**config.mk**
```make
export PLATFORM = sky130hd
export DESIGN_NAME = fault_monitor_response_logic
export DESIGN_NICKNAME = d
export VERILOG_FILES = /design/src/fault_filter.v /design/src/fault_latch.v /design/src/fault_monitor_response_logic.v
export VERILOG_INCLUDE_DIRS = /design/src
export SDC_FILE = /design/constraint.sdc
export NUM_CORES = 1
export LEC_CHECK = 0
export ABC_AREA = 1
export BUFFER_PORTS_ARGS = -buffer_cell sky130_fd_sc_hd__buf_2
export CORE_MARGIN = 5
export CORE_UTILIZATION = 55
export DETAILED_ROUTE_END_ITERATION = 12
export GPL_ROUTABILITY_DRIVEN = 0
export GPL_TIMING_DRIVEN = 1
export HOLD_SLACK_MARGIN = 0.12
export MAX_ROUTING_LAYER = met4
export PLACE_DENSITY = 0.74
export SYNTH_ARGS = -nofsm -noshare
export SYNTH_HDL_FRONTEND = slang
export SYNTH_HIERARCHICAL = 1
export SYNTH_SLANG_ARGS = --single-unit
```
**constraint.sdc**
```tcl
create_clock -name clk_sys -period 3.7 [get_ports clk_sys]
set_input_delay 1.11 -clock clk_sys [delete_from_list [all_inputs] [get_ports clk_sys]]
set_output_delay 1.11 -clock clk_sys [all_outputs]
set_load 0.01 [all_outputs]
```
**src/fault_monitor_defines.vh**
```
`ifndef FAULT_MONITOR_DEFINES_VH
`define FAULT_MONITOR_DEFINES_VH

// Response mode codes shared by the supply, temperature and gate monitors
`define MODE_IGNORE        3'h0
`define MODE_LATCH_HOLD    3'h5
`define MODE_MAX           3'h5

// Response mode codes that gate the outputs (modes 010..100)
`define MODE_CP_OFF        3'h4
`define MODE_PD_RELAY_OFF  3'h2
`define MODE_PD_OFF        3'h3

// Drain-source response codes
`define DRAIN_MODE_MAX     4'h9
`define DRAIN_MODE_IGNORE  4'h0

// Filter times in ns and their cycle counts at 100 MHz
`define CLK_PERIOD_NS      10
`define SUPPLY_FILT_NS     10000
`define TEMP_FILT_NS       20000
`define GATE_FILT_NS       2000
`define SUPPLY_FILT_CYC    (`SUPPLY_FILT_NS / `CLK_PERIOD_NS)
`define TEMP_FILT_CYC      (`TEMP_FILT_NS / `CLK_PERIOD_NS)
`define GATE_FILT_CYC      (`GATE_FILT_NS / `CLK_PERIOD_NS)

// Drain-source detection period choices in cycles, index 0..3
`define DRAIN_PER0_CYC     16'h0064
`define DRAIN_PER1_CYC     16'h00C8
`define DRAIN_PER2_CYC     16'h0190
`define DRAIN_PER3_CYC     16'h0320

`endif

```
**src/fault_filter.v**
```verilog
`timescale 1ns/1ns
`default_nettype none
// Comparator must stay high for count cycles before filt_out rises.
module fault_filter #(
    parameter CW = 16
) (
    input  wire          clk_sys,
    input  wire          reset_n,
    input  wire          raw_in,
    input  wire [CW-1:0] count,
    output reg           filt_out
);
    reg [CW-1:0] cnt_r;

    always @(posedge clk_sys or negedge reset_n) begin
        if (!reset_n) begin
            cnt_r    <= {CW{1'b0}};
            filt_out <= 1'b0;
        end else if (!raw_in) begin
            cnt_r    <= {CW{1'b0}};
            filt_out <= 1'b0;
        end else if (cnt_r + {{(CW-1){1'b0}}, 1'b1} >= count) begin
            filt_out <= 1'b1;
        end else begin
            cnt_r <= cnt_r + {{(CW-1){1'b0}}, 1'b1};
        end
    end
endmodule // fault_filter
`default_nettype wire

```
**src/fault_latch.v**
```verilog
`timescale 1ns/1ns
`default_nettype none
// One latched status with its frozen response mode.
module fault_latch #(
    parameter MW = 3
) (
    input  wire          clk_sys,
    input  wire          reset_n,
    input  wire          active,
    input  wire          enable,
    input  wire [MW-1:0] mode_in,
    input  wire          clear,
    output reg           status,
    output reg  [MW-1:0] mode_eff
);
    // Mode tracks the host only while idle, so a change during a fault waits
    always @(posedge clk_sys or negedge reset_n) begin
        if (!reset_n) begin
            status   <= 1'b0;
            mode_eff <= {MW{1'b0}};
        end else begin
            if (active && enable && mode_eff != {MW{1'b0}})
                status <= 1'b1;
            else if (clear && !active)
                status <= 1'b0;
            if (!status && !active)
                mode_eff <= mode_in;
        end
    end
endmodule // fault_latch
`default_nettype wire

```
**src/fault_monitor_response_logic.v**
```verilog
// What this block does
// - Amp supply overvoltage latches, indicator low unless 000
// - Six response modes per monitor, host selectable
// - Supply mode change waits for cleared fault
// - Mode 101 keeps pump and drivers off
// - Modes 001-100 resume, keep status and indicator
// - Clear ignored while fault still present
// - Supply status clear returns indicator high
// - Overtemperature latches, indicator low unless 000
// - Overtemp mode change waits for cleared fault
// - Overtemp mode 101 keeps outputs off
// - Overtemp status clear returns indicator high
// - Transistor fault select chooses drain reaction
// - Twelve thresholds, four periods per side
// - Disabled phase stops drain monitoring
// - Drain monitoring enabled per channel
// - Low side fault needs comparator and drive
// - High side fault needs comparator and drive
// - Drain modes are codes 0000 to 1001
// - Gate overvoltage flagged per transistor
// - Gate fault cuts charge pump in modes 010-101; per-channel enable
// - Gate filter sets flag, 000 ignores
// - Gate mode change waits for cleared channel
`timescale 1ns/1ns
`default_nettype none
`include "fault_monitor_defines.vh"
module fault_monitor_response_logic #(
    parameter CW = 16
) (
    input  wire        clk_sys,
    input  wire        reset_n,
    input  wire        amp_supply_ov_cmp,
    input  wire        overtemp_cmp,
    input  wire [2:0]  drain_low_cmp,
    input  wire [2:0]  drain_high_cmp,
    input  wire [5:0]  gate_ov_cmp,
    input  wire        low_u_drive_in,
    input  wire        low_v_drive_in,
    input  wire        low_w_drive_in,
    input  wire        high_u_drive_in,
    input  wire        high_v_drive_in,
    input  wire        high_w_drive_in,
    input  wire [2:0]  amp_supply_ov_response_mode,
    input  wire [2:0]  overtemp_response_mode,
    input  wire [2:0]  gate_ov_response_mode,
    input  wire [3:0]  low_side_drain_response_mode,
    input  wire [3:0]  high_side_drain_response_mode,
    input  wire [5:0]  high_side_drain_monitor_select,
    input  wire [5:0]  low_side_drain_monitor_select,
    input  wire [11:0] transistor_monitor_channel_enable,
    input  wire        clear_amp_supply_ov,
    input  wire        clear_overtemp,
    input  wire [5:0]  clear_gate_ov,
    input  wire [5:0]  clear_drain,
    output reg         fault_indicator_n,
    output reg         charge_pump_en,
    output reg         predriver_en,
    output reg  [2:0]  phase_drive_en,
    output reg         relay_en,
    output reg         amp_supply_ov_status,
    output reg         overtemp_status,
    output reg  [5:0]  gate_ov_channel_status,
    output reg  [5:0]  drain_fault_status,
    output reg  [3:0]  low_side_drain_threshold,
    output reg  [3:0]  high_side_drain_threshold
);
    // Channel bits: [2:0] low side U,V,W; [5:3] high side U,V,W.
    // Enable bits: [5:0] drain monitors, [11:6] gate monitors.

    // Response of a 3-bit mode while the fault is present or latched
    function [2:0] mode_kill; // {cp_off, pd_off, relay_off}
        input [2:0] m;
        input       present;
        input       latched;
        begin
            mode_kill = 3'h0;
            if (latched && m == `MODE_LATCH_HOLD)
                mode_kill = 3'h7;
            else if (present) begin
                case (m)
                    `MODE_PD_RELAY_OFF: mode_kill = 3'h3;
                    `MODE_PD_OFF:       mode_kill = 3'h2;
                    `MODE_CP_OFF:       mode_kill = 3'h7;
                    `MODE_LATCH_HOLD:   mode_kill = 3'h7;
                    default:            mode_kill = 3'h0;
                endcase
            end
        end
    endfunction

    // Clamp threshold select to the twelve legal codes
    function [3:0] thr_clamp;
        input [3:0] s;
        begin
            thr_clamp = (s > 4'hB) ? 4'hB : s;
        end
    endfunction

    function [CW-1:0] drain_period;
        input [1:0] p;
        begin
            case (p)
                2'h0:    drain_period = `DRAIN_PER0_CYC;
                2'h1:    drain_period = `DRAIN_PER1_CYC;
                2'h2:    drain_period = `DRAIN_PER2_CYC;
                default: drain_period = `DRAIN_PER3_CYC;
            endcase
        end
    endfunction

    localparam [CW-1:0] SUP_CYC  = `SUPPLY_FILT_CYC;
    localparam [CW-1:0] TEMP_CYC = `TEMP_FILT_CYC;
    localparam [CW-1:0] GATE_CYC = `GATE_FILT_CYC;

    wire       sup_f;
    wire       temp_f;
    wire [5:0] gate_f;
    wire [5:0] drain_f;
    wire       sup_st;
    wire       temp_st;
    wire [5:0] gate_st;
    wire [2:0] sup_mode;
    wire [2:0] temp_mode;
    wire [17:0] gate_mode;
    wire [5:0] drive_in;
    wire [5:0] drain_raw;
    reg  [5:0] drain_st_r;
    reg  [2:0] phase_off_r;
    reg  [3:0] low_mode_r;
    reg  [3:0] high_mode_r;

    assign drive_in = {high_w_drive_in, high_v_drive_in, high_u_drive_in,
                       low_w_drive_in, low_v_drive_in, low_u_drive_in};
    // Comparator counts only while its drive input is on and phase alive
    assign drain_raw = {drain_high_cmp, drain_low_cmp} & drive_in
                     & transistor_monitor_channel_enable[5:0]
                     & ~{phase_off_r, phase_off_r};

    fault_filter #(.CW(CW)) u_sup_filt (
        .clk_sys  (clk_sys),
        .reset_n  (reset_n),
        .raw_in   (amp_supply_ov_cmp),
        .count    (SUP_CYC),
        .filt_out (sup_f)
    );
    fault_filter #(.CW(CW)) u_temp_filt (
        .clk_sys  (clk_sys),
        .reset_n  (reset_n),
        .raw_in   (overtemp_cmp),
        .count    (TEMP_CYC),
        .filt_out (temp_f)
    );
    fault_latch #(.MW(3)) u_sup_latch (
        .clk_sys  (clk_sys),
        .reset_n  (reset_n),
        .active   (sup_f),
        .enable   (1'b1),
        .mode_in  (amp_supply_ov_response_mode),
        .clear    (clear_amp_supply_ov),
        .status   (sup_st),
        .mode_eff (sup_mode)
    );
    fault_latch #(.MW(3)) u_temp_latch (
        .clk_sys  (clk_sys),
        .reset_n  (reset_n),
        .active   (temp_f),
        .enable   (1'b1),
        .mode_in  (overtemp_response_mode),
        .clear    (clear_overtemp),
        .status   (temp_st),
        .mode_eff (temp_mode)
    );

    genvar g;
    generate
        for (g = 0; g < 6; g = g + 1) begin : gch
            fault_filter #(.CW(CW)) u_gate_filt (
                .clk_sys  (clk_sys),
                .reset_n  (reset_n),
                .raw_in   (gate_ov_cmp[g]),
                .count    (GATE_CYC),
                .filt_out (gate_f[g])
            );
            fault_latch #(.MW(3)) u_gate_latch (
                .clk_sys  (clk_sys),
                .reset_n  (reset_n),
                .active   (gate_f[g]),
                .enable   (transistor_monitor_channel_enable[6+g]),
                .mode_in  (gate_ov_response_mode),
                .clear    (clear_gate_ov[g]),
                .status   (gate_st[g]),
                .mode_eff (gate_mode[3*g+2:3*g])
            );
            fault_filter #(.CW(CW)) u_drain_filt (
                .clk_sys  (clk_sys),
                .reset_n  (reset_n),
                .raw_in   (drain_raw[g]),
                .count    (drain_period(g < 3 ? low_side_drain_monitor_select[5:4]
                                              : high_side_drain_monitor_select[5:4])),
                .filt_out (drain_f[g])
            );
        end
    endgenerate

    // Output kill vector, combined across monitors
    reg [2:0] kill;
    reg [2:0] drain_kill;
    reg       any_st;
    integer   i;
    // Separate loop index so each process drives only its own variable
    integer   j;
    always @* begin
        kill = mode_kill(sup_mode, sup_f, sup_st)
             | mode_kill(temp_mode, temp_f, temp_st);
        for (i = 0; i < 6; i = i + 1) begin
            // Gate faults act through the pump only: drivers lose supply
            if (mode_kill(gate_mode[3*i+:3], gate_f[i] & transistor_monitor_channel_enable[6+i],
                          gate_st[i]) != 3'h0)
                kill = kill | 3'h4;
        end
        drain_kill = 3'h0;
        for (i = 0; i < 3; i = i + 1) begin
            if (drain_st_r[i] || drain_st_r[i+3])
                drain_kill[i] = 1'b1;
        end
        any_st = sup_st | temp_st | (|gate_st) | (|drain_st_r);
    end

    // Drain faults: latched per channel, any mode 0001 to 1001 stops only that phase
    always @(posedge clk_sys or negedge reset_n) begin
        if (!reset_n) begin
            drain_st_r  <= 6'h00;
            phase_off_r <= 3'h0;
            low_mode_r  <= 4'h0;
            high_mode_r <= 4'h0;
        end else begin
            // Codes above 1001 are treated as ignore
            low_mode_r  <= (low_side_drain_response_mode > `DRAIN_MODE_MAX) ?
                           `DRAIN_MODE_IGNORE : low_side_drain_response_mode;
            high_mode_r <= (high_side_drain_response_mode > `DRAIN_MODE_MAX) ?
                           `DRAIN_MODE_IGNORE : high_side_drain_response_mode;
            for (j = 0; j < 6; j = j + 1) begin
                if (drain_f[j] && ((j < 3 ? low_mode_r : high_mode_r) != `DRAIN_MODE_IGNORE))
                    drain_st_r[j] <= 1'b1;
                else if (clear_drain[j] && !drain_f[j])
                    drain_st_r[j] <= 1'b0;
            end
            // Every code 0001 to 1001 stops the faulty phase while its status is latched
            for (j = 0; j < 3; j = j + 1) begin
                if (drain_kill[j])
                    phase_off_r[j] <= 1'b1;
                else
                    phase_off_r[j] <= 1'b0;
            end
        end
    end

    always @(posedge clk_sys or negedge reset_n) begin
        if (!reset_n) begin
            fault_indicator_n         <= 1'b1;
            charge_pump_en            <= 1'b0;
            predriver_en              <= 1'b0;
            phase_drive_en            <= 3'h0;
            relay_en                  <= 1'b0;
            amp_supply_ov_status      <= 1'b0;
            overtemp_status           <= 1'b0;
            gate_ov_channel_status    <= 6'h00;
            drain_fault_status        <= 6'h00;
            low_side_drain_threshold  <= 4'h0;
            high_side_drain_threshold <= 4'h0;
        end else begin
            fault_indicator_n         <= ~any_st;
            charge_pump_en            <= ~kill[2];
            predriver_en              <= ~(kill[2] | kill[1]);
            phase_drive_en            <= ~(drain_kill | {3{kill[2] | kill[1]}});
            relay_en                  <= ~(kill[2] | kill[0]);
            amp_supply_ov_status      <= sup_st;
            overtemp_status           <= temp_st;
            gate_ov_channel_status    <= gate_st;
            drain_fault_status        <= drain_st_r;
            low_side_drain_threshold  <= thr_clamp(low_side_drain_monitor_select[3:0]);
            high_side_drain_threshold <= thr_clamp(high_side_drain_monitor_select[3:0]);
        end
    end
endmodule // fault_monitor_response_logic
`default_nettype wire

```
==> results.md <==
* Grt ovf at 0
* Die Wd at 226 microns
* CTS Buffer Depth at 3
* Ys flop type: dfrtp_1
* Pleak at 16.3 nW
* Commonest cells after routing, fill and taps aside: nand2_1 (955), inv_1 (572), nand3_1 (321)
* WHS Endpoint: drain_fault_status[1]$_DFF_PN0_
* FMAX at 374 MHz
* Fin crit period at 2.68 ns
* Maximum number of pins on one net before global-route repair at 75
* DR pass1 iterations at 6
* Worst hold path class: reg2reg
* Tightest Pin Transition at 0.669 ns
* Setup Skew at 0.0210 ns
* Mapped Avg Cell Area at 7.30 sq um
* Setup slack after layout at 1.02 ns
* Cells after synthesis at 3513
* Pwr Total at 8.19 mW
* Worst vdd ir at 0.000329 V
* First-pass GRT wire length at 95.1 mm
* Post-Place Setup Slack at 0.494 ns
* Gr usage total at 0.223
* Slowest CP cell: nor2_4
* Crit Reg-Reg Endpoint: u_sup_filt/cnt_r[1]$_DFFE_PN0P_
* Reg2reg start: u_sup_filt/cnt_r[0]$_DFFE_PN0P_
* Layout Nets at 4080
* Initial antenna violation count at 0
* Seq/Total Area, Yosys at 0.308
* Crit-path max FO at 18
* Worst Path Buf+Inv at 0
* Post-DP HPWL at 39.8 mm
* Crit Path Category: reg2reg
* FF-to-FF setup slack at 1.02 ns
* Post-cts resize count at 0
* Root buf cell: clkbuf_16
* Vias post-DR at 22000
* Die area at 51000 sq um
* Critical path data required time at 4.14 ns
* Final setup fails at 0
* Worst hold path depth at 0
* HP Start: drain_st_r[1]$_DFFE_PN0P_
* Per-cell routed wire length at 12.5 microns
* Clock latency at the later pin of the worst-skew pair at 0.57 ns
* H-Tree Level Count at 2
* Post-route DRC at 0
* Yosys warns at 6
* Worst R2R Path Depth at 12
* DR iter-0 viols at 1442
* Hold Slack at 0.411 ns
* Worst-path clk slew at 0.06 ns
* ANT nets after route at 0
* Crit path capture type: flip-flop
* Final Max Slew Viols at 0
* Cell Rows at 79
* FFs w/ async S/R, synth at 1.00
* Setup TNS at 0 ns
* Die height at 226 microns
* Period utilization at 0.723
* CP cell instances: ha_1 -> nand2_1 -> nor2_2 -> nand3_1 -> xnor2_2 -> ha_1 -> nand4_1 -> a21oi_1 -> nor2_4 -> nand2_4 -> nand3_1 -> nand2_1
* Initial Util at 0.553
* Via density at 5.01
* Post-CTS Repair Setup Buffers at 0
* Core region area at 46400 sq um
* I/O pin total at 106
* Clock sink count at 316
* CP arrival at 3.12 ns
* Post-synthesis register bit count at 316
* Outcome: finished, final reports clean
* Final Non-Filler Cells at 4391
* Crit path max-delay family: simple AND/OR/NAND/NOR gates
* CTS tree: yes
* CTS Buf Count at 39
* Diode count at 0
* Mapped Area at 25600 sq um
* Final wirelength at 54.7 mm
* Placed Cells at 4320
* Post-synth EDFFs at 0
* Most common cell after layout, fill and taps aside: nand2_1
* PortBufs at 105
* RSZ-0062 raised after global routing: false
* CTS Hold Bufs at 0
* Layout cells sized above 1 at 0.107
* Vias in the first global route at 20500
* Post-synthesis cell type count at 34
* Max cap viols at 0
* Final Hold Fails at 0
* Slew HR at 0.554
* Synth-to-Final Area Change at 11.1%
* Max incr delay on CP at 0.41 ns
* CP Launch Type: flip-flop
* PwrDens at 288 nW/um^2
cells by family (layout without fill, tap and decap cells):
family | count (synthesis) | in the layout | share of synthesized area
AND/OR/NAND/NOR | 1933 | 1933 | 0.363
buffers and inverters | 694 | 789 | 0.111
flip-flops | 316 | 316 | 0.308
adder cells (fa/ha/maj) | 249 | 249 | 0.122
AO/OA/AOI/OAI | 177 | 177 | 0.0354
XOR/XNOR | 142 | 142 | 0.0602
other | 2 | 178 | 0.000293
synth_stat cells (2+ instances only):
| cell type | count | area, sq um |
|---|---|---|
| nor2_4 | 56 | 631 |
| nor3_1 | 13 | 65.1 |
| buf_2 | 15 | 75.1 |
| xnor2_2 | 40 | 651 |
| o21ai_2 | 2 | 17.5 |
| nand2_4 | 42 | 473 |
| o21ai_1 | 24 | 120 |
| inv_2 | 22 | 82.6 |
| nand3_1 | 321 | 1610 |
| o21bai_1 | 4 | 30.0 |
| clkbuf_1 | 42 | 158 |
| nor2_1 | 197 | 739 |
| or2_1 | 2 | 12.5 |
| buf_6 | 15 | 169 |
| nand2_2 | 19 | 119 |
| nand3_2 | 2 | 20.0 |
| nand4_1 | 281 | 1760 |
| nand2_1 | 955 | 3580 |
| xnor2_1 | 41 | 359 |
| o21ai_0 | 59 | 295 |
| xor2_1 | 61 | 534 |
| a21oi_1 | 86 | 430 |
| nor4_1 | 2 | 12.5 |
| nand3b_1 | 14 | 105 |
| inv_1 | 572 | 2150 |
| conb_1 | 2 | 7.51 |
| nor2_2 | 28 | 175 |
| ha_1 | 249 | 3120 |
| buf_4 | 28 | 210 |
| dfrtp_1 | 315 | 7880 |
state kept, by name, indices dropped and copies added, names as in the netlist, 6 cells and up:
signal / flops
drain_fault_status: 6
drain_st_r: 6
u_temp_filt/cnt_r: 16
gate_ov_channel_status: 6
u_sup_filt/cnt_r: 16
gch.u_drain_filt/cnt_r: 96
gch.u_drain_filt/filt_out: 6
gch.u_gate_latch/mode_eff: 18
gch.u_gate_filt/filt_out: 6
gch.u_gate_latch/status: 6
gch.u_gate_filt/cnt_r: 96
worst register-to-register path: stages (launching register included):
cell     delay, ns
dfrtp_1       0.39
ha_1          0.24
nand2_1       0.08
nor2_2        0.21
nand3_1       0.16
xnor2_2       0.18
ha_1          0.25
nand4_1       0.14
a21oi_1       0.09
nor2_4        0.41
nand2_4       0.24
nand3_1       0.13
nand2_1       0.06
per-stage QoR:
step	util	area, sq um
6_report	0.615	28500
3_5_place_dp	0.586	27200
5_1_grt	0.615	28500
4_1_cts	0.615	28500
3_3_place_gp	0.586	27200
2_1_floorplan	-	26300
where the power goes:
part / switching [mW] / total, mW / leakage [nW] / internal (mW)
clock network: 1.55 / 3.92 / 0.646 / 2.37
registers: 0.0435 / 3.55 / 4.27 / 3.51
logic: 0.476 / 0.723 / 11.4 / 0.247
total: 2.07 / 8.19 / 16.3 / 6.12
routing by layer:
layer | routed length [microns] | vias to the layer above | global-route usage | part of all wire
li1 | - | 11600 | - | -
met3 | 2470 | 68 | 0.0341 | 0.045
met2 | 25200 | 358 | 0.358 | 0.46
met1 | 26000 | 9923 | 0.302 | 0.47
met5 | 0 | - | - | 0
met4 | 1020 | 0 | 0.0484 | 0.019
final cells by class:
class / instances / area (sq um)
clock buffer: 62 / 1200
timing repair buffer: 124 / 716
tap: 607 / 759
clock inverter: 9 / 113
multi-input combinational: 2679 / 15600
sequential: 316 / 7910
inverter: 594 / 2230
fill: 4164 / 17900
how the worst max path moves through the flow:
stage,start,endpoint,depth (start not counted)
final,u_sup_filt/cnt_r[0]$_DFFE_PN0P_,u_sup_filt/cnt_r[1]$_DFFE_PN0P_,12
after detailed placement,high_side_drain_monitor_select[5],gch[3].u_drain_filt/cnt_r[5]$_DFFE_PN0P_,17
after floorplan,low_side_drain_monitor_select[5],gch[0].u_drain_filt/cnt_r[14]$_DFFE_PN0P_,17
after global routing,gch[5].u_gate_filt/cnt_r[0]$_DFFE_PN0P_,gch[5].u_gate_filt/cnt_r[11]$_DFFE_PN0P_,14
after global placement,low_side_drain_monitor_select[5],gch[0].u_drain_filt/cnt_r[15]$_DFFE_PN0P_,17
after CTS,gch[3].u_gate_filt/cnt_r[0]$_DFFE_PN0P_,gch[3].u_gate_filt/cnt_r[5]$_DFFE_PN0P_,14
Note: power is estimated with default switching activity, not from simulation.
